==> src/hw/hpp_defs.vh <==
// Constants for the host parallel peripheral port
`ifndef HPP_DEFS_VH
`define HPP_DEFS_VH

// ----------------------------------------------------------------
// Widths and depths
// ----------------------------------------------------------------
`define HPP_DATA_W      8
`define HPP_SEL_W       4
`define HPP_FIFO_DEPTH  4
`define HPP_PTR_W       2
`define HPP_NUM_DATA    8
`define HPP_NUM_CTRL    7

// ----------------------------------------------------------------
// Register select codes: 0..7 data FIFOs, 8..14 control
// ----------------------------------------------------------------
`define HPP_SEL_CTRL0   4'h8
`define HPP_CTRL_STAT   3'h0
`define HPP_CTRL_IMASK  3'h1
`define HPP_CTRL_MODE   3'h2
`define HPP_MODE_EXTCLK 0
`define HPP_RST_BYTE    8'h00

// ----------------------------------------------------------------
// Access state machine codes
// ----------------------------------------------------------------
`define HPP_ST_IDLE     2'h0
`define HPP_ST_WAITCLK  2'h1
`define HPP_ST_ACK      2'h2

`endif

==> src/hw/hpp_host_port.v <==
// Host parallel peripheral port: pin side of the device
`timescale 1ns/1ps
`default_nettype none
`include "hpp_defs.vh"

module hpp_host_port (
    // Clock and reset
    input  wire       clk,
    input  wire       rst_b,
    // Host bus pins
    input  wire       chipSel_n,
    input  wire       host_rd_wr,
    input  wire [3:0] reg_sel,
    input  wire [7:0] hostDataIn,
    output reg  [7:0] hostDataOut_q,
    output reg        hostDataOe_q,
    // Acknowledge, open drain: drives low while oe is high
    output reg        xfer_ack_n_q,
    output reg        xferAckOe_q,
    // Interrupt, open drain
    output reg        host_irq_n_q,
    output reg        hostIrqOe_q,
    // Port E bit seven pin (host_sync_clk when in host mode)
    input  wire       porte_bit_seven,
    output reg        porteSevenOe_q,
    // Internal processor side
    input  wire       cpuWrEn,
    input  wire [2:0] cpuWrChan,
    input  wire [7:0] cpuWrData,
    input  wire       cpuRdEn,
    input  wire [2:0] cpuRdChan,
    output reg  [7:0] cpuRdData_q,
    output reg        cpuRdValid_q,
    input  wire [7:0] cpuIrqSrc,
    output reg  [7:0] hostToCpuAvail_q
);

    // ----------------------------------------------------------------
    // Synchronisers for pins from the host's domain
    // ----------------------------------------------------------------
    reg [12:0] pinMeta_q;
    reg [12:0] pinSync_q;
    reg        clkPrev_q;
    always @(posedge clk) begin
        if (!rst_b) begin
            pinMeta_q <= 13'h1fff;
            pinSync_q <= 13'h1fff;
            clkPrev_q <= 1'b1;
        end else begin
            pinMeta_q <= {porte_bit_seven, chipSel_n, host_rd_wr, reg_sel,
                          hostDataIn[5:0]};
            pinSync_q <= pinMeta_q;
            clkPrev_q <= pinSync_q[12];
        end
    end
    // Two data bits synchronised separately to keep vectors short
    reg [1:0] dHiMeta_q;
    reg [1:0] dHiSync_q;
    always @(posedge clk) begin
        if (!rst_b) begin
            dHiMeta_q <= 2'h0;
            dHiSync_q <= 2'h0;
        end else begin
            dHiMeta_q <= hostDataIn[7:6];
            dHiSync_q <= dHiMeta_q;
        end
    end

    wire       selS   = !pinSync_q[11];
    wire       readS  = pinSync_q[10];
    wire [3:0] selCode = pinSync_q[9:6];
    wire [7:0] wrByte = {dHiSync_q, pinSync_q[5:0]};
    wire       hclkRise = pinSync_q[12] && !clkPrev_q;

    // ----------------------------------------------------------------
    // Control registers and FIFO memory
    // ----------------------------------------------------------------
    reg  [7:0] ctrl_q [0:6];
    reg  [1:0] state_q;
    wire       isData = !selCode[3];
    wire [2:0] cIdx   = selCode[2:0];
    wire       extClk = ctrl_q[`HPP_CTRL_MODE][`HPP_MODE_EXTCLK];

    // Host writes land in channel, cpu reads drain it; cpu writes to host
    // use the same channel number unchanged, so both directions share each FIFO
    wire       startAcc = (state_q == `HPP_ST_IDLE) && selS;
    wire       hWr = startAcc && !readS && isData;
    wire       hRd = startAcc && readS && isData;
    wire [7:0] notEmpty;
    wire [7:0] isFull;
    wire [7:0] memRd;
    // Host port and cpu share one write port; the host has priority
    wire       mWr   = hWr | cpuWrEn;
    wire [2:0] mWrCh = hWr ? cIdx : cpuWrChan;
    wire [7:0] mWrD  = hWr ? wrByte : cpuWrData;
    wire       mRd   = hRd | (cpuRdEn & !hRd);
    wire [2:0] mRdCh = hRd ? cIdx : cpuRdChan;

    hpp_fifo_mem uFifo (
        .clk      (clk),
        .rst_b    (rst_b),
        .wrEn     (mWr),
        .wrChan   (mWrCh),
        .wrData   (mWrD),
        .rdEn     (mRd),
        .rdChan   (mRdCh),
        .rdData_q (memRd),
        .notEmpty (notEmpty),
        .isFull   (isFull)
    );

    // ----------------------------------------------------------------
    // Access sequencer
    // ----------------------------------------------------------------
    reg        wasRead_q;
    reg        wasData_q;
    reg [2:0]  idx_q;
    reg        cpuPend_q;
    integer    i;
    always @(posedge clk) begin
        if (!rst_b) begin
            state_q      <= `HPP_ST_IDLE;
            wasRead_q    <= 1'b0;
            wasData_q    <= 1'b0;
            idx_q        <= 3'h0;
            xfer_ack_n_q <= 1'b1;
            xferAckOe_q  <= 1'b0;
            hostDataOe_q <= 1'b0;
            hostDataOut_q <= `HPP_RST_BYTE;
            for (i = 0; i < 7; i = i + 1)
                ctrl_q[i] <= `HPP_RST_BYTE;
        end else begin
            case (state_q)
                `HPP_ST_IDLE: begin
                    if (selS) begin
                        wasRead_q <= readS;
                        wasData_q <= isData;
                        idx_q     <= cIdx;
                        if (!readS && !isData && cIdx != 3'h7)
                            ctrl_q[cIdx] <= wrByte;
                        state_q <= extClk ? `HPP_ST_WAITCLK : `HPP_ST_ACK;
                    end
                end
                `HPP_ST_WAITCLK: begin
                    // Ack waits for a rising host clock edge
                    if (!selS)
                        state_q <= `HPP_ST_IDLE;
                    else if (hclkRise)
                        state_q <= `HPP_ST_ACK;
                end
                `HPP_ST_ACK: begin
                    if (wasRead_q) begin
                        hostDataOe_q <= 1'b1;
                        if (wasData_q)
                            hostDataOut_q <= memRd;
                        else if (idx_q == `HPP_CTRL_STAT)
                            hostDataOut_q <= notEmpty;
                        else if (idx_q == 3'h7)
                            hostDataOut_q <= isFull;
                        else
                            hostDataOut_q <= ctrl_q[idx_q];
                    end
                    xfer_ack_n_q <= 1'b0;
                    xferAckOe_q  <= 1'b1;
                    // Held until the host drops chip select
                    if (!selS) begin
                        xfer_ack_n_q <= 1'b1;
                        xferAckOe_q  <= 1'b0;
                        hostDataOe_q <= 1'b0;
                        state_q      <= `HPP_ST_IDLE;
                    end
                end
                default: state_q <= `HPP_ST_IDLE;
            endcase
        end
    end

    // ----------------------------------------------------------------
    // Interrupt, port E direction and cpu read path
    // ----------------------------------------------------------------
    wire irqAny = |(cpuIrqSrc & ctrl_q[`HPP_CTRL_IMASK]);
    always @(posedge clk) begin
        if (!rst_b) begin
            host_irq_n_q     <= 1'b1;
            hostIrqOe_q      <= 1'b0;
            porteSevenOe_q   <= 1'b0;
            cpuPend_q        <= 1'b0;
            cpuRdValid_q     <= 1'b0;
            cpuRdData_q      <= `HPP_RST_BYTE;
            hostToCpuAvail_q <= 8'h00;
        end else begin
            host_irq_n_q     <= !irqAny;
            hostIrqOe_q      <= irqAny;
            porteSevenOe_q   <= 1'b0;
            cpuPend_q        <= cpuRdEn & !hRd;
            cpuRdValid_q     <= cpuPend_q;
            hostToCpuAvail_q <= notEmpty;
            if (cpuPend_q)
                cpuRdData_q <= memRd;
        end
    end

endmodule // hpp_host_port
`default_nettype wire

==> src/hw/hpp_fifo_mem.v <==
// Eight 4-deep byte FIFOs in one small memory with registered read
`timescale 1ns/1ps
`default_nettype none
`include "hpp_defs.vh"

module hpp_fifo_mem (
    // Clock and reset
    input  wire       clk,
    input  wire       rst_b,
    // Write side
    input  wire       wrEn,
    input  wire [2:0] wrChan,
    input  wire [7:0] wrData,
    // Read side
    input  wire       rdEn,
    input  wire [2:0] rdChan,
    output reg  [7:0] rdData_q,
    // Per-channel occupancy flags
    output wire [7:0] notEmpty,
    output wire [7:0] isFull
);

    reg [7:0] mem [0:31];
    reg [1:0] wrPtr_q [0:7];
    reg [1:0] rdPtr_q [0:7];
    reg [2:0] cnt_q   [0:7];

    // ----------------------------------------------------------------
    // Per-channel pointers and counts
    // ----------------------------------------------------------------
    genvar g;
    generate
        for (g = 0; g < 8; g = g + 1) begin : gChan
            wire doWr = wrEn && (wrChan == g) && (cnt_q[g] != 3'd4);
            wire doRd = rdEn && (rdChan == g) && (cnt_q[g] != 3'd0);
            // Writes to a full FIFO and reads of an empty one are dropped
            always @(posedge clk) begin
                if (!rst_b) begin
                    wrPtr_q[g] <= 2'h0;
                    rdPtr_q[g] <= 2'h0;
                    cnt_q[g]   <= 3'h0;
                end else begin
                    if (doWr)
                        wrPtr_q[g] <= wrPtr_q[g] + 2'h1;
                    if (doRd)
                        rdPtr_q[g] <= rdPtr_q[g] + 2'h1;
                    cnt_q[g] <= cnt_q[g] + {2'h0, doWr} - {2'h0, doRd};
                end
            end
            assign notEmpty[g] = (cnt_q[g] != 3'd0);
            assign isFull[g]   = (cnt_q[g] == 3'd4);
        end
    endgenerate

    // Storage write; no reset on the array itself
    always @(posedge clk) begin
        if (wrEn && !isFull[wrChan])
            mem[{wrChan, wrPtr_q[wrChan]}] <= wrData;
    end

    // Registered head of the selected FIFO
    always @(posedge clk) begin
        if (!rst_b)
            rdData_q <= `HPP_RST_BYTE;
        else if (rdEn)
            rdData_q <= mem[{rdChan, rdPtr_q[rdChan]}];
    end

endmodule // hpp_fifo_mem
`default_nettype wire

==> config.mk <==
export PLATFORM = sky130hd
export DESIGN_NAME = hpp_host_port
export DESIGN_NICKNAME = d
export VERILOG_FILES = /design/src/hw/hpp_host_port.v /design/src/hw/hpp_fifo_mem.v
export VERILOG_INCLUDE_DIRS = /design/src /design/src/hw
export SDC_FILE = /design/constraint.sdc
export NUM_CORES = 1
export LEC_CHECK = 0
export BUFFER_PORTS_ARGS = -buffer_cell sky130_fd_sc_hd__buf_2
export CAP_MARGIN = 40
export CORE_MARGIN = 2
export CORE_UTILIZATION = 45
export DETAILED_ROUTE_END_ITERATION = 8
export GPL_TIMING_DRIVEN = 0
export PLACE_DENSITY_LB_ADDON = 0.25
export SLEW_MARGIN = 20
export SYNTH_ARGS = -nofsm -noshare
export SYNTH_HDL_FRONTEND = slang
export SYNTH_SLANG_ARGS = --single-unit
export TNS_END_PERCENT = 10
==> constraint.sdc <==
create_clock -name clk -period 7.6 [get_ports clk]
set_input_delay 0.76 -clock clk [delete_from_list [all_inputs] [get_ports clk]]
set_output_delay 0.76 -clock clk [all_outputs]
set_load 0.1 [all_outputs]
==> reports/metrics.yaml, run 1 <==
timing:
  worst_pin_slew_ps: 891
  rsz0062_at_grt: "false"
  max_freq_mhz: 208
  post-route-period-util: 0.632
  setup-tns-final_ps: 0
  final_skew_ps: 32.9
  report.final.hold_viol_count: 0
  fin_hold_ws_ps: 363
  setup_viol: 0
  timing.slew.headroom: 0.404
  maxSlewViolCount: 0
  final_period_minus_worst_setup_slack_ps: 4810
floorplan:
  num_rows: 75
  die_width_um: 211
  design.portCount: 72
  coreArea_sq_um: 42000
  floorplan.die_area_sq_um: 44300
  start_util: 0.457
  die_height_um: 211
grt:
  grt_overflow: 0
  grt_antenna_before_repair: 0
  grt_max_degree: 33
  grt_pass1_vias: 12300
  wire_length_of_the_first_global_routing_pass_um: 77800
  grt_util_all_layers: 0.239
clock_tree:
  cts_hold_buf: 0
  clock_tree.htree_level_count: 2
  clkSinkCount: 456
  cts.clk_slew.worst_paths_ps: 60
  post-cts-setup-buffers: 0
  cts_tree: "built"
  postCtsResizedCells: 0
  skew_pair_late_insertion_delay_ps: 600
  root_buffer: "sky130_fd_sc_hd__clkbuf_16"
  cts_inserted_buffers: 48
  ctsLongestPathBuffers: 3
placed_design:
  dpl-instance-area_sq_um: 20300
  place.gp.congestion: 0.951
  dp_hpwl_um: 37600
  place.port_buffers: 70
layout:
  fraction_of_the_core_area_covered_by_cells_at_the_end_of_the_flow: 0.525
  fillerInstances: 3603
  area_overhead_vs_synth_pct: 14.9
  antenna_cells_inserted: 0
  final_nets: 1659
  final_layout_size_suffix_gt1_frac: 0.160
  multi_input_logic_area_sq_um: 6230
  final_cell_area_sq_um: 22100
  register_area_sq_um: 12600
detailed_routing:
  drc: 0
  ant_nets: 0
  finalWirelength_um: 53000
  firstDrtPassIters: 6
  vias: 12500
  routedWlPerCell_um: 24.3
  detailedRoute.firstIterationViolations: 1371
  via_per_inst: 5.75
logic_synthesis:
  synth.most_common_cell: "sky130_fd_sc_hd__edfxtp_1"
  syn_area_sq_um: 19200
  synth_top_cell_area_share: 0.538
  yosysWarningCount: 0
  yosysSeqAreaShare: 0.655
  synth_top_cells_by_area: "sky130_fd_sc_hd__edfxtp_1 54%, sky130_fd_sc_hd__dfxtp_1 12%, sky130_fd_sc_hd__mux2i_1 5.4%"
  synth_cells: 1455
  synth.largest_area_cell: "sky130_fd_sc_hd__edfxtp_1"
  syn-mean-instance-area_sq_um: 13.2
  postSynthRegisterBits: 456
  number_of_unique_standard_cell_types_used_by_synthesis: 71
  ys_async_sr_fraction: 0
  yosys_most_used_dff: "sky130_fd_sc_hd__edfxtp_1"
  synth.top_cells.by_count: "344 x sky130_fd_sc_hd__edfxtp_1, 142 x sky130_fd_sc_hd__nor2_1, 112 x sky130_fd_sc_hd__dfxtp_1, 104 x sky130_fd_sc_hd__mux2i_1, 98 x sky130_fd_sc_hd__nand2_1"
  synth-edff-count: 344
critical_path:
  arrival_ps: 5020
  worstSetupPathType: "reg -> reg"
  startpoint_type: "register"
  cp-end-kind: "register"
  critical_path_peak_fanout: 9
  r2r.worst_path.cells: 9
  cp_data_required_time_ps: 7810
hold_path:
  hold_path_depth: 2
  hold_path_class: "in -> reg"
power:
  total_leakage_power_nw: 7.94
  peakVddDrop_v: 0.000172
  power_density_nw_per_um2: 262
run:
  cap_violations: 0
run_status:
  status: "finished clean"
==> area by class of cell <==
cell class	instances	share of cell area
sequential	456	0.570
multi-input combinational	905	0.282
clock buffer	60	0.0618
tap	539	0.0306
timing repair buffer	89	0.0223
buffer	81	0.0165
clock inverter	29	0.0128
inverter	21	0.00357
==> cell usage in the layout (no fill, tap or decap), drive strengths merged, types with 11 or more instances in the layout <==
| master | n |
|---|---|
| clkinv | 19 |
| nand2b | 40 |
| clkbuf | 114 |
| dfxtp | 112 |
| inv | 26 |
| edfxtp | 344 |
| a31oi | 11 |
| xnor2 | 31 |
| nor4 | 13 |
| nor3 | 28 |
| a211oi | 26 |
| and3 | 15 |
| mux2 | 21 |
| o221ai | 12 |
| mux2i | 104 |
| and2 | 71 |
| buf | 116 |
| or2 | 13 |
| nand2 | 100 |
| nor2 | 144 |
| a22oi | 11 |
| o22ai | 23 |
| nand3 | 28 |
| mux4 | 16 |
| or3 | 12 |
| a21oi | 38 |
| o21ai | 37 |
==> layer usage <==
metal | wire, um | track usage
met5 | 0 | 0
met4 | 1580 | 0.0724
met3 | 4420 | 0.0548
met2 | 25400 | 0.398
met1 | 21600 | 0.313
==> kinds of logic (layout without fill, tap and decap cells) <==
logic type               Yosys count  count (layout)  share of synthesized area
flip-flops                       456             456                      0.655
AND/OR/NAND/NOR                  482             482                      0.124
AO/OA/AOI/OAI                    218             218                     0.0816
buffers and inverters            102             280                     0.0230
XOR/XNOR                          39              39                     0.0178
adder cells (fa/ha/maj)           16              16                     0.0136
multiplexers                     141             141                     0.0853
other                              1               9                   0.000195
==> state kept, by name, summed over array words and instances (netlist names), 2 cells and up, named ones only <==
| signal | flops |
|---|---|
| ctrl_q | 64 |
| cpuRdData_q | 8 |
| uFifo.rdData_q | 8 |
| uFifo.rdPtr_q | 16 |
| hostDataOut_q | 8 |
| uFifo.mem | 256 |
| state_q | 2 |
| pinSync_q | 13 |
| idx_q | 3 |
| pinMeta_q | 13 |
| hostToCpuAvail_q | 8 |
| uFifo.wrPtr_q | 16 |
| dHiSync_q | 2 |
| uFifo.cnt_q | 24 |
| dHiMeta_q | 2 |
==> per-stage QoR <==
step	instances	worst slack [ps]	total power [W]
finish	2180	2790	0.00577
detailed placement	2079	2840	0.00338
global route	2180	2610	0.00593
CTS	2168	2810	0.00580
floorplan	1463	3800	0.00318
global placement	2072	2870	0.00338
==> path summary, 6_finish.rpt <==
kind | from | to | slack [ps]
max | state_q[1]$_SDFFE_PN0P_ | uFifo.mem[16][1]$_DFFE_PP_ | 2790
min | hostDataIn[5] | pinMeta_q[5]$_SDFF_PN1_ | 360
max reg2reg | state_q[1]$_SDFFE_PN0P_ | uFifo.mem[16][1]$_DFFE_PP_ | 2790
min reg2reg | pinMeta_q[0]$_SDFF_PN1_ | pinSync_q[0]$_SDFF_PN1_ | 390
==> power breakdown <==
group	leakage, nW	total (W)	switching [W]	internal [W]
sequential	4.13	0.00278	0.0000417	0.00274
clock	0.828	0.00243	0.000981	0.00145
combinational	2.98	0.000565	0.000391	0.000174
==> worst max-delay path, cell delays in order (launching register included) <==
cell and delay (ps):
sky130_fd_sc_hd__dfxtp_1 380, sky130_fd_sc_hd__or4_1 530, sky130_fd_sc_hd__buf_2 190, sky130_fd_sc_hd__nor2_1 480, sky130_fd_sc_hd__mux2i_1 710, sky130_fd_sc_hd__nand2_1 190, sky130_fd_sc_hd__o22a_1 240, sky130_fd_sc_hd__o221ai_1 400
sky130_fd_sc_hd__nand2_1 500, sky130_fd_sc_hd__nor2_1 840
(Power assumes the default switching activity.)
==> inputs of run 2 (changes only) <==
--- a/config.mk
+++ b/config.mk
@@ -6,6 +6,7 @@
 export SDC_FILE = /design/constraint.sdc
 export NUM_CORES = 1
 export LEC_CHECK = 0
+export ABC_AREA = 1
 export BUFFER_PORTS_ARGS = -buffer_cell sky130_fd_sc_hd__buf_2
 export CAP_MARGIN = 40
 export CORE_MARGIN = 2
==> constraint.sdc (replaced) <==
create_clock -name clk -period 4 [get_ports clk]
set_input_delay 0.4 -clock clk [delete_from_list [all_inputs] [get_ports clk]]
set_output_delay 0.4 -clock clk [all_outputs]
set_load 0.1 [all_outputs]
==> reports/metrics.yaml, run 2 <==
logic_synthesis:
  synth.largest_area_cell: "sky130_fd_sc_hd__edfxtp_1"
  syn-mean-instance-area_sq_um: 10.0  # -24%
  synth.top_cells.by_count: "389 x sky130_fd_sc_hd__nand2_1, 344 x sky130_fd_sc_hd__edfxtp_1, 229 x sky130_fd_sc_hd__inv_1, 185 x sky130_fd_sc_hd__nand3_1, 180 x sky130_fd_sc_hd__nor2_1"
  synth_cells: 1986  # +36%
  synth-edff-count: 344  # unchanged
  synth_top_cells_by_area: "sky130_fd_sc_hd__edfxtp_1 52%, sky130_fd_sc_hd__dfxtp_1 11%, sky130_fd_sc_hd__nand2_1 7.3%"
  ys_async_sr_fraction: 0  # unchanged
  postSynthRegisterBits: 456  # unchanged
  syn_area_sq_um: 20000  # +3.9%
  yosys_most_used_dff: "sky130_fd_sc_hd__edfxtp_1"
  yosysSeqAreaShare: 0.630  # -0.0247
  number_of_unique_standard_cell_types_used_by_synthesis: 50  # -30%
  synth.most_common_cell: "sky130_fd_sc_hd__nand2_1"
  synth_top_cell_area_share: 0.518  # -0.0203
  yosysWarningCount: 0  # unchanged
floorplan:
  num_rows: 77  # +2.7%
  coreArea_sq_um: 44000  # +4.7%
  design.portCount: 72  # unchanged
  start_util: 0.453  # -0.00355
  die_width_um: 215  # +1.9%
  die_height_um: 215  # +1.9%
  floorplan.die_area_sq_um: 46000  # +3.8%
grt:
  grt_util_met3: 0.0579  # +0.00305
  gr-max-usage-layer: "met2"
  grt_overflow: 0  # unchanged
  groute.layer.met1.usage: 0.342  # +0.0284
  grt_pass1_vias: 14500  # +18%
  grt_util_met2: 0.380  # -0.0183
  grt_antenna_before_repair: 0  # unchanged
  wire_length_of_the_first_global_routing_pass_um: 85600  # +10%
  grt_max_degree: 23  # -30%
  grt_util_all_layers: 0.247  # +0.00773
layout:
  final_nets: 2205  # +33%
  largest_reg_flops: 256  # unchanged
  fillerInstances: 3922  # +8.9%
  final_common_cell: "sky130_fd_sc_hd__nand2_1"
  mostFrequentLayoutCells: "389 x sky130_fd_sc_hd__nand2_1, 344 x sky130_fd_sc_hd__edfxtp_1, 229 x sky130_fd_sc_hd__inv_1"
  layout.cells.non_filler: 2779  # +27%
  fraction_of_the_core_area_covered_by_cells_at_the_end_of_the_flow: 0.527  # +0.00223
  antenna_cells_inserted: 0  # unchanged
  final_layout_size_suffix_gt1_frac: 0.126  # -0.0345
  register_area_sq_um: 12600  # unchanged
  area_overhead_vs_synth_pct: 16.2
  multi_input_logic_area_sq_um: 6180  # -0.86%
critical_path:
  worstSetupPathType: "reg -> reg"
  worst_r2r_endpoint: "uFifo.cnt_q[7][2]$_SDFF_PN0_"
  critical_path_peak_fanout: 10  # +1
  arrival_ps: 4240  # -780 ps
  timing.critical_path.slowest_stage_cell: "sky130_fd_sc_hd__clkbuf_1"
  worst-r2r-setup-slack_ps: 280  # -2510 ps
  startpoint_type: "register"
  critical-path-max-stage-delay_ps: 580  # -260 ps
  r2r.worst_path.cells: 14  # +5
  cp_data_required_time_ps: 4530  # -3280 ps
  cell_chain_critical_path: "inv_2, nand4_4, nand2_1, nand2_2, nor2_1, clkbuf_1, nand3_1, xnor2_1, ha_1, inv_1, fa_1, inv_1, o21ai_0, a21oi_1"
  cp-end-kind: "register"
  start_of_the_worst_register_to_register_path: "pinSync_q[11]$_SDFF_PN1_"
  path_common_cell: "sky130_fd_sc_hd__inv_1"
power:
  total_leakage_power_nw: 9.27  # +17%
  design_power_total_w: 0.0110  # +91%
  power_density_nw_per_um2: 474  # +81%
  peakVddDrop_v: 0.000395  # +130%
detailed_routing:
  finalWirelength_um: 57300  # +8.0%
  ant_nets: 0  # unchanged
  drc: 0  # unchanged
  routedWlPerCell_um: 20.6  # -15%
  vias: 15100  # +20%
  via_per_inst: 5.42  # -5.7%
  firstDrtPassIters: 6  # unchanged
  detailedRoute.firstIterationViolations: 1542  # +12%
placed_design:
  place.port_buffers: 70  # unchanged
  total_placed_cells_including_tap_cells: 2668  # +28%
  place.gp.congestion: 0.938  # -1.3%
  dp_hpwl_um: 40900  # +8.9%
timing:
  worst_pin_slew_ps: 833  # -57.3 ps
  setup_viol: 0  # unchanged
  rsz0062_at_grt: "false"
  final_skew_ps: 44.0  # +11.1 ps
  max_freq_mhz: 269  # +29%
  maxSlewViolCount: 0  # unchanged
  timing.slew.headroom: 0.444  # +0.0404
  final_period_minus_worst_setup_slack_ps: 3720  # -1090 ps
  post-route-period-util: 0.930  # +0.297
  report.final.hold_viol_count: 0  # unchanged
hold_path:
  terminating_pin_of_the_worst_hold_path: "pinMeta_q[10]$_SDFF_PN1_"
  hold_path_depth: 2  # unchanged
  hold_path_class: "in -> reg"
  hp-start: "host_rd_wr"
run_status:
  status: "finished clean"
clock_tree:
  cts_tree: "built"
  root_buffer: "sky130_fd_sc_hd__clkbuf_16"
  cts.clk_slew.worst_paths_ps: 60  # about the same
  clock_tree.htree_level_count: 2  # unchanged
  cts_inserted_buffers: 49  # +2.1%
  postCtsResizedCells: 0  # unchanged
  clkSinkCount: 456  # unchanged
  ctsLongestPathBuffers: 3  # unchanged
  skew_pair_late_insertion_delay_ps: 600  # about the same
run:
  cap_violations: 0  # unchanged
[run 2: cell count changes after synthesis, moves of 71 or more]
cell                       previous run  this run
sky130_fd_sc_hd__and2_1              71         0
sky130_fd_sc_hd__inv_1               21       229
sky130_fd_sc_hd__mux2i_1            104         0
sky130_fd_sc_hd__nand2_1             98       389
sky130_fd_sc_hd__nand3_1             28       185
sky130_fd_sc_hd__nand3b_1             3        74
[run 2: cells by family (layout without fill, tap and decap cells)]
| group | Yosys count | count (layout) | synth area share |
|---|---|---|---|
| AND/OR/NAND/NOR | 924 | 924 | 0.211 |
| AO/OA/AOI/OAI | 233 | 233 | 0.0670 |
| other | 1 | 9 | 0.000188 |
| buffers and inverters | 329 | 522 | 0.0668 |
| adder cells (fa/ha/maj) | 16 | 16 | 0.0130 |
| flip-flops | 456 | 456 | 0.630 |
| XOR/XNOR | 27 | 27 | 0.0118 |
[run 2: worst max path at each step]
stage	start	to	slack, ps
after CTS	pinSync_q[11]$_SDFF_PN1_	uFifo.mem[9][0]$_DFFE_PP_	230
final	pinSync_q[11]$_SDFF_PN1_	uFifo.cnt_q[7][2]$_SDFF_PN0_	280
after global routing	pinSync_q[11]$_SDFF_PN1_	uFifo.cnt_q[7][2]$_SDFF_PN0_	20
after global placement	pinSync_q[11]$_SDFF_PN1_	uFifo.mem[15][1]$_DFFE_PP_	-2130
after detailed placement	pinSync_q[11]$_SDFF_PN1_	uFifo.mem[5][7]$_DFFE_PP_	270
after floorplan	state_q[1]$_SDFFE_PN0P_	uFifo.mem[0][0]$_DFFE_PP_	1010
[run 2: cell type report]
cell class / count / share of cell area
timing repair buffer: 103 / 0.0341
sequential: 456 / 0.542
buffer: 93 / 0.0193
tap: 592 / 0.0319
inverter: 236 / 0.0382
clock inverter: 24 / 0.00868
clock buffer: 66 / 0.0597
multi-input combinational: 1209 / 0.266
[run 2: power by group]
group,total (W),internal (W),switching [W]
registers,0.00526,0.00520,0.0000588
logic,0.00125,0.000335,0.000919
clock network,0.00449,0.00262,0.00188
[run 2: per-stage QoR]
step | hold slack, ps | instance area, sq um | TNS (ps) | worst slack, ps
6_report | 31.7 | 23200 | 0 | 282
5_1_grt | 12.8 | 23200 | 0 | 19.8
4_1_cts | 3.39 | 23100 | 0 | 231
3_5_place_dp | 400 | 21400 | 0 | 275
3_3_place_gp | 395 | 21100 | -443180 | -2130
2_1_floorplan | 390 | 20000 | 0 | 1010
[run 2: layer usage]
layer  wire [um]  share of wire
met4        2090          0.037
met3        5490          0.096
met5           0              0
met2       25300           0.44
met1       24300           0.43
[run 2: worst max-delay path: cells and delay by family, from the launching register on]
kind | cells | cell delay (ps)
AO/OA/AOI/OAI | 2 | 210
buffers and inverters | 4 | 870
adder cells (fa/ha/maj) | 2 | 550
AND/OR/NAND/NOR | 5 | 1420
XOR/XNOR | 1 | 240
flip-flops | 1 | 360
[run 2: what timing repair did]
action	4_1_cts	5_1_grt
setup buffers	0	0
hold buffers	11	0
hold endpoints to repair	11	0
